<file path="src/hw/hw_config_pkg.sv">
package hw_config_pkg;
  localparam logic [7:0] CFG_ADDR_SFR = 8'h93;
  localparam logic [7:0] CFG_DATA_SFR = 8'h94;
  localparam logic [7:0] SUPPLY_CFG_ADDR = 8'h7E;
  localparam logic [7:0] SECURITY_CFG_ADDR = 8'h7F;
  localparam logic [7:0] SFR_RESET_VALUE = 8'h00;
  localparam logic [7:0] CFG_ERASED_VALUE = 8'hFF;
  // Fields of security_and_memory_config
  localparam int SEC_OPEN_BIT = 7;
  localparam int PROG_LOCK_BIT = 6;
  localparam int RST_LOCK_BIT = 5;
  localparam int BOOT_ROM_BIT = 4;
  localparam int WDT_RST_BIT = 3;
  localparam int DFSIZE_MSB = 2;
  localparam int DFSIZE_LSB = 0;
  // Fields of supply_and_port_config
  localparam int DBL_MSB = 7;
  localparam int DBL_LSB = 6;
  localparam int ABL_MSB = 5;
  localparam int ABL_LSB = 4;
  localparam int ABO_OFF_BIT = 3;
  localparam int DBO_OFF_BIT = 2;
  localparam int P0_GPIO_BIT = 1;
  localparam int P23_GPIO_BIT = 0;
  // Reset sector occupies the lowest 4kB of program flash
  localparam logic [15:0] RESET_SECTOR_END = 16'h1000;
  typedef enum logic [1:0] {
    BO_4V5 = 2'b00,
    BO_4V2 = 2'b01,
    BO_2V7 = 2'b10,
    BO_2V5 = 2'b11
  } brownout_level_t;
  typedef enum logic [2:0] {
    DF_RESERVED = 3'b000,
    DF_UPTO_32K = 3'b001,
    DF_UPTO_16K = 3'b010,
    DF_UPTO_8K = 3'b011,
    DF_4K = 3'b100,
    DF_2K = 3'b101,
    DF_1K = 3'b110,
    DF_NONE = 3'b111
  } data_flash_size_t;
  typedef enum logic {
    ST_LOAD = 1'b0,
    ST_RUN = 1'b1
  } load_state_t;
endpackage

</file>
<file path="src/hw/hardware_config_fuse_bank.sv">
`timescale 1ns/1ps
// Function
// - Security bit clear blocks programming-mode flash access
// - Program lock blocks user writes, beats sector lock
// - Sector lock makes 4kB reset sector read-only to user writes
// - Bit 4 enables the 2kB boot ROM
// - Bit 3 lets watchdog timeout reset device
// - Bits 2-0 select data flash partition size
// - Bits 7-6 select digital brownout trip level
// - Bits 5-4 select analog brownout level, same code
// - Bit 3 high disables analog brownout reset
// - Bit 2 high disables digital brownout reset
// - Bit 1 low: port 0 external bus
// - Bit 0 low: port 2 external bus
// - Byte 7Eh writable only programming, readable always
// - Config changes only in serial/parallel programming; mass_erase here clears both bytes in any mode
// - Byte 7Fh read via address then data register
module hardware_config_fuse_bank (
  input wire logic clk_sys,
  input wire logic rst_n,
  input wire logic por_n,
  input wire logic serial_prog_mode,
  input wire logic parallel_prog_mode,
  input wire logic [7:0] sfr_addr,
  input wire logic sfr_wr,
  input wire logic sfr_rd,
  input wire logic [7:0] sfr_wdata,
  output logic [7:0] sfr_rdata,
  input wire logic mass_erase,
  input wire logic flash_wr_req,
  input wire logic [15:0] flash_wr_addr,
  output logic flash_wr_grant,
  output logic prog_flash_access_ok,
  output logic boot_rom_enable,
  output logic watchdog_reset_enable,
  input wire logic wdt_timeout,
  output logic wdt_reset,
  output hw_config_pkg::data_flash_size_t data_flash_size_sel,
  output hw_config_pkg::brownout_level_t digital_brownout_level,
  output hw_config_pkg::brownout_level_t analog_brownout_level,
  output logic analog_brownout_reset_off,
  output logic digital_brownout_reset_off,
  input wire logic dvdd_low,
  input wire logic avdd_low,
  output logic brownout_reset,
  output logic port_zero_gpio_sel,
  output logic port_two_three_gpio_sel,
  output logic ext_strobes_on_p3
);
  import hw_config_pkg::*;

  function automatic logic is_cfg_addr(input logic [7:0] a);
    is_cfg_addr = (a == SUPPLY_CFG_ADDR) || (a == SECURITY_CFG_ADDR);
  endfunction

  logic [7:0] supply_nv;
  logic [7:0] security_nv;
  logic user_application_mode;
  logic nv_wr;

  load_state_t state_reg, state_next;
  logic [7:0] security_and_memory_config_reg, security_and_memory_config_next;
  logic [7:0] supply_and_port_config_reg, supply_and_port_config_next;
  logic [7:0] config_address_reg, config_address_next;
  logic [7:0] rdata_reg, rdata_next;
  logic erased_reg, erased_next;
  logic grant_reg, grant_next;
  logic wdt_rst_reg, wdt_rst_next;
  logic bo_rst_reg, bo_rst_next;
  logic access_ok_reg, access_ok_next;
  logic strobes_reg, strobes_next;

  assign user_application_mode = !(serial_prog_mode || parallel_prog_mode);
  // Storage accepts a byte only from the programming modes
  assign nv_wr = sfr_wr && (sfr_addr == CFG_DATA_SFR) && !user_application_mode
                 && is_cfg_addr(config_address_reg);

  config_nv_store u_store (
    .clk_sys(clk_sys),
    .por_n(por_n),
    .wr_en(nv_wr),
    .wr_sel_security(config_address_reg == SECURITY_CFG_ADDR),
    .wr_data(sfr_wdata),
    .mass_erase(mass_erase),
    .supply_byte(supply_nv),
    .security_byte(security_nv)
  );

  always_comb begin
    state_next = state_reg;
    security_and_memory_config_next = security_and_memory_config_reg;
    supply_and_port_config_next = supply_and_port_config_reg;
    case (state_reg)
      ST_LOAD: begin
        // One copy per reset; later storage writes wait for the next reset
        security_and_memory_config_next = security_nv;
        supply_and_port_config_next = supply_nv;
        state_next = ST_RUN;
      end
      ST_RUN: state_next = ST_RUN;
      default: state_next = ST_LOAD;
    endcase
    // Strobe select kept in its own flop so the pin comes straight from a register
    strobes_next = !(supply_and_port_config_next[P0_GPIO_BIT]
                     && supply_and_port_config_next[P23_GPIO_BIT]);
  end

  always_comb begin
    config_address_next = config_address_reg;
    rdata_next = rdata_reg;
    if (sfr_wr && (sfr_addr == CFG_ADDR_SFR)) begin
      config_address_next = sfr_wdata;
    end
    if (sfr_rd) begin
      case (sfr_addr)
        CFG_ADDR_SFR: rdata_next = config_address_reg;
        CFG_DATA_SFR: begin
          if (config_address_reg == SECURITY_CFG_ADDR) begin
            rdata_next = security_nv;
          end else if (config_address_reg == SUPPLY_CFG_ADDR) begin
            rdata_next = supply_nv;
          end else begin
            rdata_next = SFR_RESET_VALUE;
          end
        end
        default: rdata_next = SFR_RESET_VALUE;
      endcase
    end
  end

  always_comb begin
    logic in_reset_sector;
    in_reset_sector = flash_wr_addr < RESET_SECTOR_END;
    // Mass erase lifts the security restriction until the next reset
    erased_next = erased_reg || mass_erase;
    access_ok_next = security_and_memory_config_next[SEC_OPEN_BIT] || erased_next;
    grant_next = 1'b0;
    if (flash_wr_req && (state_reg == ST_RUN)) begin
      if (user_application_mode) begin
        if (security_and_memory_config_reg[PROG_LOCK_BIT]) begin
          grant_next = 1'b0;
        end else begin
          grant_next = !(in_reset_sector
                         && security_and_memory_config_reg[RST_LOCK_BIT]);
        end
      end else begin
        grant_next = security_and_memory_config_reg[SEC_OPEN_BIT] || erased_reg;
      end
    end
    wdt_rst_next = wdt_timeout && security_and_memory_config_reg[WDT_RST_BIT];
    bo_rst_next = (dvdd_low && !supply_and_port_config_reg[DBO_OFF_BIT])
                  || (avdd_low && !supply_and_port_config_reg[ABO_OFF_BIT]);
  end

  always_ff @(posedge clk_sys or negedge rst_n) begin
    if (!rst_n) begin
      state_reg <= ST_LOAD;
      security_and_memory_config_reg <= CFG_ERASED_VALUE;
      supply_and_port_config_reg <= CFG_ERASED_VALUE;
      strobes_reg <= !(CFG_ERASED_VALUE[P0_GPIO_BIT] && CFG_ERASED_VALUE[P23_GPIO_BIT]);
    end else begin
      state_reg <= state_next;
      security_and_memory_config_reg <= security_and_memory_config_next;
      supply_and_port_config_reg <= supply_and_port_config_next;
      strobes_reg <= strobes_next;
    end
  end

  always_ff @(posedge clk_sys or negedge rst_n) begin
    if (!rst_n) begin
      config_address_reg <= SFR_RESET_VALUE;
      rdata_reg <= SFR_RESET_VALUE;
    end else begin
      config_address_reg <= config_address_next;
      rdata_reg <= rdata_next;
    end
  end

  always_ff @(posedge clk_sys or negedge rst_n) begin
    if (!rst_n) begin
      erased_reg <= 1'b0;
      grant_reg <= 1'b0;
      wdt_rst_reg <= 1'b0;
      bo_rst_reg <= 1'b0;
      access_ok_reg <= CFG_ERASED_VALUE[SEC_OPEN_BIT];
    end else begin
      erased_reg <= erased_next;
      grant_reg <= grant_next;
      wdt_rst_reg <= wdt_rst_next;
      bo_rst_reg <= bo_rst_next;
      access_ok_reg <= access_ok_next;
    end
  end

  assign sfr_rdata = rdata_reg;
  assign flash_wr_grant = grant_reg;
  assign prog_flash_access_ok = access_ok_reg;
  assign boot_rom_enable = security_and_memory_config_reg[BOOT_ROM_BIT];
  assign watchdog_reset_enable = security_and_memory_config_reg[WDT_RST_BIT];
  assign wdt_reset = wdt_rst_reg;
  assign data_flash_size_sel =
    data_flash_size_t'(security_and_memory_config_reg[DFSIZE_MSB:DFSIZE_LSB]);
  assign digital_brownout_level =
    brownout_level_t'(supply_and_port_config_reg[DBL_MSB:DBL_LSB]);
  assign analog_brownout_level =
    brownout_level_t'(supply_and_port_config_reg[ABL_MSB:ABL_LSB]);
  assign analog_brownout_reset_off = supply_and_port_config_reg[ABO_OFF_BIT];
  assign digital_brownout_reset_off = supply_and_port_config_reg[DBO_OFF_BIT];
  assign brownout_reset = bo_rst_reg;
  assign port_zero_gpio_sel = supply_and_port_config_reg[P0_GPIO_BIT];
  assign port_two_three_gpio_sel = supply_and_port_config_reg[P23_GPIO_BIT];
  assign ext_strobes_on_p3 = strobes_reg;
endmodule // hardware_config_fuse_bank

</file>
<file path="src/hw/config_nv_store.sv">
`timescale 1ns/1ps
module config_nv_store (
  input wire logic clk_sys,
  input wire logic por_n,
  input wire logic wr_en,
  input wire logic wr_sel_security,
  input wire logic [7:0] wr_data,
  input wire logic mass_erase,
  output logic [7:0] supply_byte,
  output logic [7:0] security_byte
);
  import hw_config_pkg::*;
  logic [7:0] cell_reg [2];
  logic [7:0] cell_next [2];

  // Index 0 holds the byte at 7Eh, index 1 the byte at 7Fh
  genvar gi;
  generate
    for (gi = 0; gi < 2; gi++) begin : g_cell
      always_comb begin
        cell_next[gi] = cell_reg[gi];
        if (mass_erase) begin
          cell_next[gi] = CFG_ERASED_VALUE;
        end else if (wr_en && (wr_sel_security == gi[0])) begin
          cell_next[gi] = wr_data;
        end
      end
      // Only power-up and mass erase clear the cells; system reset leaves them alone
      always_ff @(posedge clk_sys or negedge por_n) begin
        if (!por_n) begin
          cell_reg[gi] <= CFG_ERASED_VALUE;
        end else begin
          cell_reg[gi] <= cell_next[gi];
        end
      end
    end
  endgenerate

  assign supply_byte = cell_reg[0];
  assign security_byte = cell_reg[1];
endmodule // config_nv_store

</file>
<file path="config.mk">
export PLATFORM = sky130hd
export DESIGN_NAME = hardware_config_fuse_bank
export DESIGN_NICKNAME = d
export VERILOG_FILES = /design/src/hw/hw_config_pkg.sv /design/src/hw/hardware_config_fuse_bank.sv /design/src/hw/config_nv_store.sv
export SDC_FILE = /design/constraint.sdc
export NUM_CORES = 1
export LEC_CHECK = 0
export ABC_AREA = 1
export CORE_ASPECT_RATIO = 0.6
export CORE_MARGIN = 1
export CORE_UTILIZATION = 60
export CTS_CLUSTER_DIAMETER = 120
export DETAILED_ROUTE_END_ITERATION = 6
export DONT_BUFFER_PORTS = 1
export PLACE_DENSITY = 0.79
export SKIP_LAST_GASP = 1
export SYNTH_ARGS = -nofsm -noshare
export SYNTH_HDL_FRONTEND = slang
export SYNTH_SLANG_ARGS = --single-unit
</file>
<file path="constraint.sdc">
create_clock -name clk_sys -period 1.5 [get_ports clk_sys]
set_input_delay 0.15 -clock clk_sys [delete_from_list [all_inputs] [get_ports clk_sys]]
set_output_delay 0.15 -clock clk_sys [all_outputs]
set_load 0.01 [all_outputs]
</file>
==> reports/metrics.yaml <==
clock_network:
  clock_latency_ns: 0.30
  htreeDepth: 2
  cts.path.max_buffers: 2
  cts.clk_slew.worst_paths_ns: 0.09
  numCtsBuffers: 5
  cts_tree: "built"
  cts-root-buf: "clkbuf_8"
  clkSinkCount: 55
setup_path:
  reg2regPathDepth: 8
  reg2reg_setup_slack_ns: 0.11
  reg2reg_to: "u_store.security_byte[1]$_DFFE_PN1P_"
  critPathKind: "reg -> reg"
  cp-start-kind: "flip-flop"
  required_ns: 1.75
  critPathLaunch: "config_address_reg[3]$_DFFE_PN0P_"
  worstPathArrival_ns: 1.64
  cp_max_fo: 9
  crit_path_end_kind: "flip-flop"
  r2r-start: "config_address_reg[3]$_DFFE_PN0P_"
placement:
  port_buffers: 0
  gp_congestion: 0.8434
  dpl.hpwl_um: 4081
  place_area_um2: 2689
  dp.cells: 344
  place_ws_ns: 0.1553
sta:
  slew_violations: 0
  relSlewSlack_pct: 49.90
  hold_violations: 0
  rsz0062_at_grt: "no"
  period_needed_ns: 1.391
  setup_violations: 0
  worst_pin_slew_ns: 0.7490
  tns_ns: 0
  max_freq_mhz: 719.1
  fin_skew_ns: 0.006774
  period_share_pct: 92.71
  layout_setup_ws_ns: 0.1093
global_routing:
  gr-total-overflow: 0
  grt_first_pass_wirelength_um: 8935
  grt_max_degree: 40
  gr-usage-all-layers_pct: 26.75
  grt_pass1_vias: 1744
  antenna_found_initial: 0
yosys:
  yosys.area.top_type_share_pct: 32.61
  synth_area_um2: 2659
  yosysTopAreaCell: "dfstp_2"
  async_reset_ff_share_pct: 100.0
  ys_top_cells_by_count: "nand2_1 (84), nand3_1 (41), dfstp_2 (33)"
  ys_types: 30
  seq_area_frac_synth_pct: 53.32
  yosysMostFrequentCell: "nand2_1"
  syn_nets: 337
  ys_top_cells_by_area: "dfstp_2 (33%), dfrtp_1 (21%), nand2_1 (12%)"
  synth_cells: 293
  synth_edf_count: 0
  ys_ff_latch: 55
  avgSynthCellArea_um2: 9.074
  ys.flop_type: "dfstp_2"
  yosys_warnings: 0
routing:
  first_pass_iters: 4
  wl_per_cell_um: 15.56
  drcViolationCount: 0
  detail_route.iter0.violations: 221
  via_count: 1994
  post_drt_via_cell_ratio: 5.508
  ant_nets: 0
  routed_wl_um: 5633
final_layout:
  final_cell_count_no_fill: 362
  diodes: 0
  fin_area_um2: 2914
  finalNetCount: 345
  postLayoutCoreUtil_pct: 69.56
  drive_gt1_share_pct: 26.82
  area_growth_pct: 9.600
power:
  p_clk_share_pct: 28.7
  powerDensity_nw_per_um2: 1038
  power_frac_seq_pct: 61.2
  max-vdd-ir-drop_v: 0.0006573
  p_sw_share_pct: 25.36
  p_leak_nw: 1.370
  pwr-share-comb_pct: 10.1
  internal_power_mw: 2.257
  p_switching_mw: 0.7669
outcome:
  status: "complete, no violations"
hold_path:
  hp-class: "in -> reg"
  hold_start: "sfr_rd"
  holdPathStages: 2
  worstHoldEndpoint: "sfr_rdata[7]$_DFFE_PN0P_"
floorplanning:
  rows: 18
  die_y_um: 53.57
  chipWidth_um: 87.94
  io_pins: 70
  coreArea_um2: 4189
  initial_core_util_pct: 63.47
  die_area_um2: 4711
run:
  drv_cap: 0
-- worst max path at each step --
stage / end
2_1_floorplan: u_store.supply_byte[1]$_DFFE_PN1P_
3_3_place_gp: u_store.security_byte[1]$_DFFE_PN1P_
3_5_place_dp: sfr_rdata[5]$_DFFE_PN0P_
4_1_cts: u_store.security_byte[4]$_DFFE_PN1P_
5_1_grt: u_store.security_byte[2]$_DFFE_PN1P_
6_report: u_store.security_byte[1]$_DFFE_PN1P_
-- worst max-delay path: stages (launching register included) --
cell     delay [ns]
dfrtp_1        0.42
nand2_2        0.14
nor2_8         0.21
inv_4          0.05
nor2_4         0.09
nand3_4        0.14
nand2_4        0.14
nand2_1        0.09
nand2_1        0.07
-- what timing repair did --
action / in CTS / in global routing
resized for setup: 0 / 1
endpoints found under the hold margin: 60 / 0
setup buffers: 0 / 1
setup endpoints to repair: 0 / 2
hold buffers: 9 / 0
-- layout make-up --
type                       count  area [um2]
multi-input combinational    197        1069
clock buffer                   8       100.1
sequential                    55        1418
inverter                      30       117.6
fill                         334        1275
timing repair buffer          12       135.1
tap                           60       75.07
-- power groups by stage --
| stage | Combinational (mW) | Clock, mW | Sequential [mW] |
|---|---|---|---|
| 2_1_floorplan | 0.237 | 0 | 1.82 |
| 3_3_place_gp | 0.237 | 0 | 1.87 |
| 3_5_place_dp | 0.247 | 0 | 1.87 |
| 4_1_cts | 0.303 | 0.884 | 1.85 |
| 5_1_grt | 0.342 | 0.961 | 1.87 |
| 6_report | 0.304 | 0.869 | 1.85 |
-- cell usage in the layout, fill, tap and decap left out, types with 3 or more instances in the layout --
cell / instances
clkbuf_8: 7
nor2_4: 5
nand2_2: 4
mux2_2: 14
dfstp_2: 33
dlygate4sd3_1: 8
nand2_1: 84
a21oi_1: 9
nand3_1: 41
inv_2: 3
o21ai_1: 8
nor2_1: 15
dfrtp_1: 22
inv_1: 25
-- metrics by stage --
step	power, mW	hold slack, ns
after floorplan	2.060	-0.1456
after global placement	2.105	-0.1447
after detailed placement	2.121	-0.1451
after CTS	3.036	0.0001912
after global routing	3.174	0.004592
final	3.023	0.003212
-- metal layers --
layer | part of all wire [%] | wire length (um) | GRT usage [%] | vias up
li1 | - | - | - | 953
met1 | 48 | 2707 | 41.04 | 949
met2 | 42 | 2370 | 35.92 | 85
met3 | 8.6 | 485 | 7.822 | 7
met4 | 1.2 | 69 | 8.470 | 0
met5 | 0 | 0 | 0 | -
-- cell families after synthesis --
logic type	after synthesis	share of synthesized area, %
flops	55	53.32
simple gates	162	29.79
buf+inv	41	6.682
mux	15	6.353
compound gates	19	3.718
other cells	1	0.1410
No activity file was read; power rests on OpenSTA's default activity.
